[config.mk]
export PLATFORM = sky130hd
export DESIGN_NAME = ras_core
export DESIGN_NICKNAME = d
export VERILOG_FILES = /design/src/rtl/ras_pkg.sv /design/src/rtl/ras_rotate.sv /design/src/rtl/ras_core.sv
export SDC_FILE = /design/constraint.sdc
export NUM_CORES = 2
export LEC_CHECK = 0
export ABC_AREA = 1
export BUFFER_PORTS_ARGS = -buffer_cell sky130_fd_sc_hd__clkbuf_2
export CORE_MARGIN = 2
export CORE_UTILIZATION = 35
export CTS_BUF_LIST = sky130_fd_sc_hd__clkbuf_2
export CTS_CLUSTER_DIAMETER = 60
export DETAILED_ROUTE_END_ITERATION = 8
export PLACE_DENSITY = 0.46
export SYNTH_ARGS = -nofsm -noshare
export SYNTH_HDL_FRONTEND = slang
export SYNTH_SLANG_ARGS = --single-unit
[constraint.sdc]
create_clock -name i_clk -period 3.1 [get_ports i_clk]
set_input_delay 0.465 -clock i_clk [delete_from_list [all_inputs] [get_ports i_clk]]
set_output_delay 0.465 -clock i_clk [all_outputs]
set_load 0.005 [all_outputs]
[src/rtl/ras_pkg.sv]
// ras_pkg: constants, command and status layouts for the rotate and halt unit.
// assumes a single 250 MHz core clock and a plain strobe register port.
//
// Notes on behaviour
// - rotate left moves msb into carry and old carry into bit 0
// - rotate left result goes to working register if dest is 0, else file
// - rotate right moves lsb into carry and old carry into bit 7
// - rotate right result goes to working register if dest is 0, else file
// - halt clears the powerdown bit and sets the timeout bit
// - halt zeroes the watchdog counter and its prescaler
// - halt then enters sleep with the oscillator enable dropped
package ras_pkg;

  // bus geometry
  localparam int AW      = 8;
  localparam int DW      = 16;
  localparam int FW      = 8;
  localparam int FAW     = 7;
  localparam int FDEPTH  = 128;
  localparam int CMD_W   = 10;
  localparam int ST_W    = 5;

  // register map
  localparam logic [AW-1:0] ADDR_FILE_MAX = 8'h7F;
  localparam logic [AW-1:0] ADDR_WREG     = 8'h80;
  localparam logic [AW-1:0] ADDR_STATUS   = 8'h81;
  localparam logic [AW-1:0] ADDR_CMD      = 8'h82;
  localparam logic [AW-1:0] ADDR_WDT      = 8'h83;
  localparam logic [AW-1:0] ADDR_PRESC    = 8'h84;
  localparam logic [AW-1:0] ADDR_CORE     = 8'h85;

  // status field positions
  localparam int ST_C     = 0;
  localparam int ST_DC    = 1;
  localparam int ST_Z     = 2;
  localparam int ST_PD_N  = 3;
  localparam int ST_TO_N  = 4;

  // core state register field positions
  localparam int CORE_SLEEP = 0;
  localparam int CORE_OSC   = 1;

  // reset values
  localparam logic [FW-1:0]   FILE_RST   = 8'h00;
  localparam logic [FW-1:0]   WREG_RST   = 8'h00;
  localparam logic [ST_W-1:0] STATUS_RST = 5'h18;
  localparam logic [FW-1:0]   WDT_CLR    = 8'h00;
  localparam logic [FW-1:0]   PRESC_CLR  = 8'h00;
  localparam logic [FW-1:0]   PRESC_MAX  = 8'hFF;
  localparam logic [FW-1:0]   ONE8       = 8'h01;
  localparam logic [DW-1:0]   RD_ZERO    = 16'h0000;

  typedef enum logic [1:0] {
    RAS_OP_NONE = 2'b00,
    RAS_OP_ROTL = 2'b01,
    RAS_OP_ROTR = 2'b10,
    RAS_OP_HALT = 2'b11
  } ras_op_e;

  typedef enum logic {
    RAS_ST_RUN   = 1'b0,
    RAS_ST_SLEEP = 1'b1
  } ras_state_e;

  // command word: op in [9:8], dest in [7], file address in [6:0]
  typedef struct packed {
    ras_op_e          op;
    logic             dest;
    logic [FAW-1:0]   faddr;
  } ras_cmd_s;

  typedef struct packed {
    logic to_n;
    logic pd_n;
    logic z;
    logic dc;
    logic c;
  } ras_status_s;

endpackage

[src/rtl/ras_rotate.sv]
// ras_rotate: one-position rotate of a byte through the carry flag.
// assumes purely combinational use by the core.
module ras_rotate (
  // operand
  input  wire logic [ras_pkg::FW-1:0] i_data,
  input  wire logic                   i_carry,
  input  wire logic                   i_left,
  // result
  output logic      [ras_pkg::FW-1:0] o_data,
  output logic                        o_carry
);

  logic [ras_pkg::FW-1:0] left_data;
  logic [ras_pkg::FW-1:0] right_data;

  assign left_data  = {i_data[ras_pkg::FW-2:0], i_carry};
  assign right_data = {i_carry, i_data[ras_pkg::FW-1:1]};
  assign o_data     = i_left ? left_data : right_data;
  assign o_carry    = i_left ? i_data[ras_pkg::FW-1] : i_data[0];

endmodule // ras_rotate

[src/rtl/ras_core.sv]
// ras_core: file registers, working register, status flags, watchdog and
// sleep control, executing rotate-through-carry and halt commands.
// assumes a master that issues single-cycle strobes and takes read data
// exactly one cycle after the read strobe.
module ras_core (
  // clock and reset
  input  wire logic                    i_clk,
  input  wire logic                    i_rst_n,
  // register port
  input  wire logic [ras_pkg::AW-1:0]  i_addr,
  input  wire logic [ras_pkg::DW-1:0]  i_wdata,
  input  wire logic                    i_wr,
  input  wire logic                    i_rd,
  output logic      [ras_pkg::DW-1:0]  o_rdata,
  // power control
  input  wire logic                    i_wake,
  output logic                         o_sleep,
  output logic                         o_osc_en,
  output logic      [ras_pkg::FW-1:0]  o_wdt_count
);

  // state
  logic [ras_pkg::FW-1:0]   file_r [ras_pkg::FDEPTH];
  logic [ras_pkg::FW-1:0]   wreg_r;
  logic [ras_pkg::FW-1:0]   wreg_nxt;
  ras_pkg::ras_status_s     status_r;
  ras_pkg::ras_status_s     status_nxt;
  logic [ras_pkg::FW-1:0]   wdt_r;
  logic [ras_pkg::FW-1:0]   wdt_nxt;
  logic [ras_pkg::FW-1:0]   presc_r;
  logic [ras_pkg::FW-1:0]   presc_nxt;
  ras_pkg::ras_state_e      state_r;
  ras_pkg::ras_state_e      state_nxt;
  logic [ras_pkg::DW-1:0]   rdata_r;
  logic [ras_pkg::DW-1:0]   rdata_nxt;
  logic                     sleep_r;
  logic                     osc_en_r;

  // decode
  ras_pkg::ras_cmd_s        cmd;
  wire logic                sel_file;
  wire logic                sel_wreg;
  wire logic                sel_status;
  wire logic                sel_cmd;
  wire logic                running;
  wire logic                exec_ok;
  wire logic                do_rotl;
  wire logic                do_rotr;
  wire logic                do_rot;
  wire logic                do_halt;
  wire logic                presc_wrap;

  assign cmd        = ras_pkg::ras_cmd_s'(i_wdata[ras_pkg::CMD_W-1:0]);
  assign sel_file   = (i_addr <= ras_pkg::ADDR_FILE_MAX);
  assign sel_wreg   = (i_addr == ras_pkg::ADDR_WREG);
  assign sel_status = (i_addr == ras_pkg::ADDR_STATUS);
  assign sel_cmd    = (i_addr == ras_pkg::ADDR_CMD);
  assign running    = (state_r == ras_pkg::RAS_ST_RUN);
  // commands are ignored while asleep
  assign exec_ok    = i_wr && sel_cmd && running;
  assign do_rotl    = exec_ok && (cmd.op == ras_pkg::RAS_OP_ROTL);
  assign do_rotr    = exec_ok && (cmd.op == ras_pkg::RAS_OP_ROTR);
  assign do_rot     = do_rotl || do_rotr;
  // halt looks only at the op field
  assign do_halt    = exec_ok && (cmd.op == ras_pkg::RAS_OP_HALT);
  assign presc_wrap = (presc_r == ras_pkg::PRESC_MAX);

  // rotate datapath
  wire logic [ras_pkg::FW-1:0] rot_src;
  logic      [ras_pkg::FW-1:0] rot_data;
  logic                        rot_carry;

  assign rot_src = file_r[cmd.faddr];

  ras_rotate u_rotate (
    .i_data  (rot_src),
    .i_carry (status_r.c),
    .i_left  (do_rotl),
    .o_data  (rot_data),
    .o_carry (rot_carry)
  );

  // write enables
  wire logic                    file_bus_we;
  wire logic                    file_rot_we;
  wire logic [ras_pkg::FAW-1:0] file_waddr;
  wire logic [ras_pkg::FW-1:0]  file_wdata;
  wire logic                    file_we;

  assign file_bus_we = i_wr && sel_file;
  assign file_rot_we = do_rot && cmd.dest;
  assign file_we     = file_bus_we || file_rot_we;
  assign file_waddr  = file_rot_we ? cmd.faddr : i_addr[ras_pkg::FAW-1:0];
  assign file_wdata  = file_rot_we ? rot_data : i_wdata[ras_pkg::FW-1:0];

  // working register takes the rotate result when dest is 0
  assign wreg_nxt = (do_rot && !cmd.dest)     ? rot_data :
                    (i_wr && sel_wreg)        ? i_wdata[ras_pkg::FW-1:0] :
                                                wreg_r;

  // status: software may set c, dc, z; pd_n and to_n are hardware only
  always_comb begin
    status_nxt = status_r;
    if (i_wr && sel_status) begin
      status_nxt.c  = i_wdata[ras_pkg::ST_C];
      status_nxt.dc = i_wdata[ras_pkg::ST_DC];
      status_nxt.z  = i_wdata[ras_pkg::ST_Z];
    end
    if (do_rot) begin
      status_nxt.c = rot_carry;
    end
    if (do_halt) begin
      status_nxt.pd_n = 1'b0;
      status_nxt.to_n = 1'b1;
    end
  end

  // watchdog: prescaler divides the clock, counter steps on its wrap
  assign presc_nxt = do_halt    ? ras_pkg::PRESC_CLR :
                                  presc_r + ras_pkg::ONE8;
  assign wdt_nxt   = do_halt    ? ras_pkg::WDT_CLR :
                     presc_wrap ? wdt_r + ras_pkg::ONE8 :
                                  wdt_r;

  // power state
  always_comb begin
    state_nxt = state_r;
    case (state_r)
      ras_pkg::RAS_ST_RUN: begin
        if (do_halt) begin
          state_nxt = ras_pkg::RAS_ST_SLEEP;
        end
      end
      ras_pkg::RAS_ST_SLEEP: begin
        if (i_wake) begin
          state_nxt = ras_pkg::RAS_ST_RUN;
        end
      end
      default: begin
        state_nxt = ras_pkg::RAS_ST_RUN;
      end
    endcase
  end

  // read selection
  wire logic [ras_pkg::DW-1:0] rd_file;
  wire logic [ras_pkg::DW-1:0] rd_wreg;
  wire logic [ras_pkg::DW-1:0] rd_status;
  wire logic [ras_pkg::DW-1:0] rd_wdt;
  wire logic [ras_pkg::DW-1:0] rd_presc;
  wire logic [ras_pkg::DW-1:0] rd_core;
  wire logic [ras_pkg::DW-1:0] rd_sel;

  assign rd_file   = {{(ras_pkg::DW-ras_pkg::FW){1'b0}}, file_r[i_addr[ras_pkg::FAW-1:0]]};
  assign rd_wreg   = {{(ras_pkg::DW-ras_pkg::FW){1'b0}}, wreg_r};
  assign rd_status = {{(ras_pkg::DW-ras_pkg::ST_W){1'b0}}, status_r};
  assign rd_wdt    = {{(ras_pkg::DW-ras_pkg::FW){1'b0}}, wdt_r};
  assign rd_presc  = {{(ras_pkg::DW-ras_pkg::FW){1'b0}}, presc_r};
  assign rd_core   = {{(ras_pkg::DW-2){1'b0}}, osc_en_r, sleep_r};
  assign rd_sel    = sel_file                         ? rd_file   :
                     sel_wreg                         ? rd_wreg   :
                     sel_status                       ? rd_status :
                     (i_addr == ras_pkg::ADDR_WDT)    ? rd_wdt    :
                     (i_addr == ras_pkg::ADDR_PRESC)  ? rd_presc  :
                     (i_addr == ras_pkg::ADDR_CORE)   ? rd_core   :
                                                        ras_pkg::RD_ZERO;
  // read data valid only in the cycle after the strobe
  assign rdata_nxt = i_rd ? rd_sel : ras_pkg::RD_ZERO;

  // file register array, one flop group per entry
  genvar gi;
  generate
    for (gi = 0; gi < ras_pkg::FDEPTH; gi++) begin : g_file
      always_ff @(posedge i_clk or negedge i_rst_n) begin
        if (!i_rst_n) begin
          file_r[gi] <= ras_pkg::FILE_RST;
        end else if (file_we && (file_waddr == ras_pkg::FAW'(gi))) begin
          file_r[gi] <= file_wdata;
        end
      end
    end
  endgenerate

  always_ff @(posedge i_clk or negedge i_rst_n) begin
    if (!i_rst_n) begin
      wreg_r   <= ras_pkg::WREG_RST;
      status_r <= ras_pkg::ras_status_s'(ras_pkg::STATUS_RST);
    end else begin
      wreg_r   <= wreg_nxt;
      status_r <= status_nxt;
    end
  end

  always_ff @(posedge i_clk or negedge i_rst_n) begin
    if (!i_rst_n) begin
      wdt_r   <= ras_pkg::WDT_CLR;
      presc_r <= ras_pkg::PRESC_CLR;
    end else begin
      wdt_r   <= wdt_nxt;
      presc_r <= presc_nxt;
    end
  end

  always_ff @(posedge i_clk or negedge i_rst_n) begin
    if (!i_rst_n) begin
      state_r  <= ras_pkg::RAS_ST_RUN;
      sleep_r  <= 1'b0;
      osc_en_r <= 1'b1;
    end else begin
      state_r  <= state_nxt;
      sleep_r  <= (state_nxt == ras_pkg::RAS_ST_SLEEP);
      osc_en_r <= (state_nxt == ras_pkg::RAS_ST_RUN);
    end
  end

  always_ff @(posedge i_clk or negedge i_rst_n) begin
    if (!i_rst_n) begin
      rdata_r <= ras_pkg::RD_ZERO;
    end else begin
      rdata_r <= rdata_nxt;
    end
  end

  // outputs
  assign o_rdata     = rdata_r;
  assign o_sleep     = sleep_r;
  assign o_osc_en    = osc_en_r;
  assign o_wdt_count = wdt_r;

endmodule // ras_core

Word-level counts from Yosys, hierarchy flattened
Cells that the tools add are included.
{"block": "totals", "reg_bits": 1062, "in_bits": 29, "output_inout_bits": 26}
{"block": "classes", "addsub": 2, "n_lt_le_gt_ge": 3, "eq_ne": 137, "n_mux": 27, "bitwise": 4, "n_reduce_logical": 145}
{"op": "$eq A7 B7 Y1 const B", "n": 64}
{"op": "$eq A7 B6 Y1 const B", "n": 32}
{"op": "$logic_and A1 B1 Y1", "n": 138}
{"op": "$mux W8", "n": 17}
{"op": "$bmux W8 S7", "n": 2}
{"op": "$eq A7 B5 Y1 const B", "n": 16}
{"op": "$eq A7 B4 Y1 const B", "n": 8}
{"op": "$eq A8 B8 Y1 const B", "n": 7}
{"op": "$eq A7 B3 Y1 const B", "n": 4}
{"op": "$add A8 B1 Y8 const B", "n": 2}
{"op": "$ge A8 B8 Y1 const B", "n": 2}
{"op": "$not A7 Y8", "n": 2}
{"op": "$eq A7 B2 Y1 const B", "n": 2}
{"op": "$le A8 B7 Y1 const B", "n": 1}
{"op": "$eq A7 B1 Y1 const B", "n": 1}
{"op": "$logic_not A7 Y1", "n": 1}
{"op": "$mux W7", "n": 1}
{"op": "$reduce_bool A2 Y1", "n": 3}
{"op": "$mux W1", "n": 5}
{"op": "$eq A2 B2 Y1 const B", "n": 2}
{"op": "$eq A2 B1 Y1 const B", "n": 1}
{"op": "$logic_or A1 B1 Y1", "n": 2}
{"op": "$mux W2", "n": 1}
{"op": "$not A1 Y1", "n": 2}
{"op": "other kinds (2)", "n": 2}

Depth between registers and ports, before layout
{"block": "depth", "word_depth": 9, "depth_mapped": 19, "ltp_nobuf": 17}

Hierarchy
Synthesis repeated with hierarchy kept, for this count alone.
{"block": "unflattened", "cells_unflattened": 8997, "hier_area_um2": 61964.4}
{"mod": "ras_core", "instances": 1, "cells_each": 8968, "area_each_um2": 61848.1}
{"mod": "ras_rotate", "instances": 1, "cells_each": 29, "area_each_um2": 116.4}

Worst setup path after synthesis
No wires, ideal clock.
{"block": "synth_timing", "path_kind": "input-to-reg", "start": "input port i_addr[5] (netlist name)", "end": "register file_r[617] (netlist name)", "setup_time_ps": 118, "arrival_ps": 2569, "required_time_ps": 2982, "path_slack_ps": 413, "cell_stages": 14, "n_path_buf": 2, "cell_sequence": "buf_2 nor2_4 nand3_4 nor2_4 nand4_1 nand2_1 nand2_4 o21ai_4 nand3_4 buf_8 nor2_4 inv_1 nand2_1 nand2_1"}
{"block": "synth_between", "elab_chain_cells": 9}
{"item": "start: declaration", "line_no": "ras_core.sv:10", "source": "input wire logic [ras_pkg::AW-1:0] i_addr,"}
{"item": "$eq A8 B8 Y1", "line_no": "ras_core.sv:57", "source": "assign sel_cmd = (i_addr == ras_pkg::ADDR_CMD);"}
{"item": "$logic_and A1 B1 Y1 (2 in a row)", "line_no": "ras_core.sv:60", "source": "assign exec_ok = i_wr && sel_cmd && running;"}
{"item": "$logic_and A1 B1 Y1 (on tied branches)", "line_no": "ras_core.sv:61, ras_core.sv:62"}
{"item": "$logic_or A1 B1 Y1", "line_no": "ras_core.sv:63", "source": "assign do_rot = do_rotl || do_rotr;"}
{"item": "$logic_and A1 B1 Y1", "line_no": "ras_core.sv:91", "source": "assign file_rot_we = do_rot && cmd.dest;"}
{"item": "$mux W7", "line_no": "ras_core.sv:93", "source": "assign file_waddr = file_rot_we ? cmd.faddr : i_addr[ras_pkg::FAW-1:0];"}
{"item": "$eq A7 B6 Y1", "line_no": "ras_core.sv:177", "source": "end else if (file_we && (file_waddr == ras_pkg::FAW'(gi))) begin"}
{"item": "$logic_and A1 B1 Y1", "line_no": "ras_core.sv:177"}
{"item": "end signal: indexed assignment", "line_no": "ras_core.sv:176", "source": "file_r[gi] <= ras_pkg::FILE_RST;"}
{"item": "end signal: indexed assignment", "line_no": "ras_core.sv:178", "source": "file_r[gi] <= file_wdata;"}
{"item": "end: declaration", "line_no": "ras_core.sv:23", "source": "logic [ras_pkg::FW-1:0] file_r [ras_pkg::FDEPTH];"}
Several ways; a longest one is shown, not always the timed one.
A chain may end at the register's enable or synchronous reset.

Final worst setup path
{"block": "layout_timing", "start": "input port i_addr[1] (netlist name)", "end": "register rdata_r (netlist bit o_rdata[1])"}
{"block": "layout_between", "elab_chain_cells": 8}
{"item": "branches (longest 6 deep; another with $not A7 Y8)"}
{"item": "$mux W8 *", "line_no": "ras_core.sv:160", "source": "assign rd_sel = sel_file ? rd_file :"}
{"item": "$mux W8 *", "line_no": "ras_core.sv:168", "source": "assign rdata_nxt = i_rd ? rd_sel : ras_pkg::RD_ZERO;"}
{"item": "via rdata_nxt, one bit", "line_no": "ras_core.sv:35", "source": "logic [ras_pkg::DW-1:0] rdata_nxt;"}
{"item": "end signal: assignment", "line_no": "ras_core.sv:218", "source": "rdata_r <= ras_pkg::RD_ZERO;"}
{"item": "end signal: assignment", "line_no": "ras_core.sv:220", "source": "rdata_r <= rdata_nxt;"}
{"item": "end: declaration", "line_no": "ras_core.sv:34", "source": "logic [ras_pkg::DW-1:0] rdata_r;"}
Mark *: on every way through the listed nets, which the timed path passes. The select of a mux whose other input is x is not followed.

==> metrics list <==
- Counting instances, the worst hold path has a depth of 10.
- Post-synthesis share of cell area spent on xor and xnor gates: 0.0708%
* Main combinational cell family by area after synthesis: simple AND/OR/NAND/NOR gates
- Synthesis produced a netlist whose cell count is 8889.
- Setup violations remaining at the end of the flow were counted as about 110.
* Part of the total power dissipated in combinational logic: between 15 and 20%
- Internal power of the cells: between 20 and 25 mW
- In this design, the stage delay of the slowest critical-path cell is approximately 0.63 ns.
- Multiplexer cells account for 0% of the synthesized area.
* Clock Skews: ~0.16 ns
- Distinct cell type count of the synthesized netlist: 52
* Final Slew Violations: 0
- The critical path is of the input pin to flip-flop type.
* Horizontal die dimension: roughly 420 um
- Count of non-filler cells in the finished layout: between 10000 and 15000
- VDD sags by at most about 0.32 mV.
- No sink is reached through more buffers than the 4 on the longest clock path.
* Wire length of the first global-routing pass: between 400000 and 500000 um
- The count of nets left with antenna violations once routing finished came out at 0.
* Overall fraction of global-route tracks in use: between 30 and 40%
- Post-route DRC violation count: 0
* Worst relative slew slack: between 15 and 20%
- The signal on the critical path passes through dlygate4sd3_1 > clkbuf_2 > buf_12 > dlygate4sd3_1 > nand2_4 > buf_4 > or2_2 > o21ai_0 > o21ai_0 > nand2_1 > o21ai_0 > nand3_1 > nor2_1 > nor2_1 > nor2_1 > dlygate4sd3_1.
- The first routing iteration left 8534 violations.
* Static leakage power: 38.3 nW
* Startpoint kind of the worst setup timing path: input pin
- The number of failing hold endpoints at the final stage was 0.
* Data arrival time of the worst path: between 4 and 5 ns
- Sw Ratio: 35.6%
- Post-route worst setup slack: -0.134 ns
* Transition time at the pin with the least slew margin: 1.24 ns
- Via total after detailed routing: ~70000
* Share of synthesized area occupied by flip-flops and latches: roughly 43%
- Half-perimeter wire length of the detailed placement result: approximately 220000 um
- Max frequency: approximately 310 MHz
* Clock latency on the worst-skew pair: around 1.9 ns
* Core occupancy in the finished layout: around 43%
- Entering global routing, the biggest net connects between 90 and 100 pins.
* Adder-cell share of the synthesized area: less than 1%
- Minimum hold slack: 0.178 ns
* Die outline area: 180000 sq um
- Dividing the detail-routed wire length by the instance count gives 26.7 um.
- The worst setup path is captured at a flip-flop.
* Result of the run: complete, but fails checks
- Of the total power, the clock network draws 34.9%.
- After synthesis the netlist holds a flip-flop and latch count of ~1100.
* Final critical delay including setup and external delays: ~3.2 ns
- In the final layout, flip-flops and latches occupy between 20000 and 30000 sq um.
- Of all nets on the critical path, the largest fanout is 20.
- The total area inside the core boundary comes to around 180000 sq um.
- The average instance in the mapped netlist occupies ~7 sq um.
- Drt pass-1 iters: 6
- Multi-input logic area: roughly 32000 sq um
- GRT Residual Overflow: 0
* Min-Delay Startpoint: i_addr[5]
- TritonCTS sink count: roughly 1100
- The endpoint identified for the worst register-to-register timing path is o_rdata[1]$_DFF_PN0_.
- Max-cap violations in this run came to 0.
- Fin crit share: 104%
- Clock tree from TritonCTS: yes
- Die Height: ~420 um
- Type of the tightest min-delay check: input pin to flip-flop
- For the worst flop-to-flop path, the logic depth is 13.
- The checks that failed: setup timing.
* Dpl cells: ~12000
* Clock slew at reported path FFs: around 0.1 ns
* Worst Hold End: o_rdata[4]$_DFF_PN0_
- Using the TritonRoute via totals, the vias-per-cell ratio works out to approximately 5.7.
- Buffers inserted during clock tree synthesis total about 330.
* Synth async-reset ratio: 100%
* Overall routed net length: between 300000 and 400000 um
- Final RePlAce weighted congestion: between 0.9 and 1
* Vias in the first global route: between 60000 and 70000
* Ratio of cells with drive above 1 in the final layout: between 10% and 20%
* Power density normalized to cell area: between 400 and 500 nW/um^2
* Row count: 154
- Synthesized area: ~60000 sq um
- The slowest stage of the critical path is the sky130_fd_sc_hd__dlygate4sd3_1 cell.
- In this run the register-to-register setup slack is 0.08 ns.
- For this run, the leading register cell type out of synthesis is sky130_fd_sc_hd__dfrtp_1.
- The cell family contributing the most delay on the critical path is buffers and inverters.
- Filler cell count: ~18000
- Worst setup path start: i_addr[1]
- The clock tree synthesis step divided the H-tree into 5 levels.
* Final-stage net count: around 9600
- The initial antenna violation count came to 6.
- For this run, the number of Yosys warnings is 0.
* Root buf cell: sky130_fd_sc_hd__clkbuf_2
- From synthesis to final layout, the design area changed by 23.3%.
- Launch instance of the worst register-to-register path: file_r[129]$_DFFE_PN0P_
- The critical path contains buffers and inverters numbering 6 combined.
- Net switching power of the design: 11.3 mW
- Post-synthesis simple-gate area fraction: 46.0%
* Leading cell type in the layout, fill and taps excluded: sky130_fd_sc_hd__nand2_1
- Req. time, crit path: about 4.8 ns
* IO buf count: 40
- For this design the top-level I/O count stands at 55.
- Most used cells in the layout excluding fill and tap cells: 3903 x sky130_fd_sc_hd__nand2_1, 2088 x sky130_fd_sc_hd__nand3_1, 1060 x sky130_fd_sc_hd__dfrtp_1, 635 x sky130_fd_sc_hd__buf_4, 509 x sky130_fd_sc_hd__clkbuf_2
- Of the total power, registers draw ~48%.
- Number of synthesized flops with an enable pin: 0
- The synthesized netlist devotes approximately 5.4% of its cell area to compound gates.
* Initial Utilization: between 30% and 40%
[routing by layer]
layer	vias to the layer above	part of all wire (%)	GRT usage [%]
li1	31000	-	-
met1	33900	42	48.1
met2	4057	43	53.5
met3	860	9.5	7.29
met4	0	5.5	17.2
met5	-	0	0
[registers in the layout (all words and copies together) (netlist names)]
register	count
presc_r	8
state_r	1
o_osc_en	1
file_r	1024
wreg_r	8
o_rdata	8
o_wdt_count	8
rd_status	4
[cell families after synthesis]
family,Yosys count
fa+ha+maj,2
simple gates,6457
xor+xnor,5
other cells,1
flops,1062
compound gates,501
buf+inv,861
[synth_stat cells, types with 11 or more instances]
cell type / instances / share of area (%)
sky130_fd_sc_hd__a31oi_1: 12 / 0.12
sky130_fd_sc_hd__clkbuf_1: 450 / 2.7
sky130_fd_sc_hd__buf_1: 83 / 0.50
sky130_fd_sc_hd__nor3_1: 13 / 0.11
sky130_fd_sc_hd__nand3b_1: 22 / 0.27
sky130_fd_sc_hd__buf_2: 72 / 0.58
sky130_fd_sc_hd__nand4_1: 91 / 0.92
sky130_fd_sc_hd__inv_1: 161 / 0.98
sky130_fd_sc_hd__dfrtp_1: 1060 / 43
sky130_fd_sc_hd__nand2_1: 3917 / 24
sky130_fd_sc_hd__nor2_1: 110 / 0.67
sky130_fd_sc_hd__inv_2: 66 / 0.40
sky130_fd_sc_hd__nor2_2: 35 / 0.35
sky130_fd_sc_hd__o211ai_1: 24 / 0.29
sky130_fd_sc_hd__or2_2: 26 / 0.26
sky130_fd_sc_hd__nand3_1: 2103 / 17
sky130_fd_sc_hd__nand3_4: 15 / 0.42
sky130_fd_sc_hd__o22ai_1: 84 / 0.85
sky130_fd_sc_hd__a21oi_1: 63 / 0.51
sky130_fd_sc_hd__a22oi_1: 165 / 2.0
sky130_fd_sc_hd__nor2_4: 100 / 1.8
sky130_fd_sc_hd__o21ai_0: 92 / 0.74
sky130_fd_sc_hd__o2111ai_1: 11 / 0.16
[worst min-delay path: cells and delay by family]
| family | cells | cell delay, ns |
|---|---|---|
| buf+inv | 4 | 0.88 |
| compound gates | 3 | 0.31 |
| simple gates | 3 | 0.20 |
[final cells by class]
| type | instances | share of cell area (%) |
|---|---|---|
| Antenna cell | 10 | 0.0328 |
| Tap cell | 2340 | 3.84 |
| Clock inverter | 72 | 0.404 |
| Timing Repair inverter | 1 | 0.0115 |
| Timing Repair Buffer | 999 | 14.3 |
| Clock buffer | 477 | 3.13 |
| Sequential cell | 1062 | 34.9 |
| Inverter | 238 | 1.27 |
| Multi-Input combinational cell | 6973 | 42.2 |
[what timing repair did]
action / CTS / global route
setup buffers: 2 / 24
hold buffers: 71 / 0
hold endpoints to repair: 2124 / 0
setup endpoints to repair: 2 / 845
cloned: 0 / 2
pin swaps: 0 / 8
gates resized for setup: 1 / 40
[power by group through the flow]
stage	combinational (mW)	sequential [mW]	clock, mW
after global routing	5.82	15.3	12.1
after detailed placement	5.24	15.4	0
after global placement	5.21	15.4	0
after floorplan	2.52	15.2	0
after CTS	5.33	15.2	11.4
final	5.50	15.2	11.1
[worst max-delay path by stage]
| stage | end | slack, ns | depth (start not counted) |
|---|---|---|---|
| final | o_rdata[1]$_DFF_PN0_ | -0.13 | 16 |
| after global routing | file_r[208]$_DFFE_PN0P_ | -0.007 | 18 |
| after CTS | o_osc_en | -0.04 | 1 |
| after detailed placement | o_rdata[6]$_DFF_PN0_ | -0.43 | 16 |
| after global placement | o_rdata[6]$_DFF_PN0_ | -0.41 | 16 |
| after floorplan | file_r[617]$_DFFE_PN0P_ | 0.41 | 14 |
[metrics by stage]
stage | cell area [sq um] | total power [mW] | setup WS (ns) | TNS, ns
final | 76200 | 31.8 | -0.134 | -4.27
after floorplan | 61900 | 17.7 | 0.413 | 0
after global placement | 72400 | 20.6 | -0.406 | -84.91
after global routing | 76200 | 33.2 | -0.00716 | -0.0134
after CTS | 75900 | 31.8 | -0.0396 | -0.103
after detailed placement | 72400 | 20.7 | -0.432 | -99.93
Note: power is estimated with default switching activity, not from simulation.
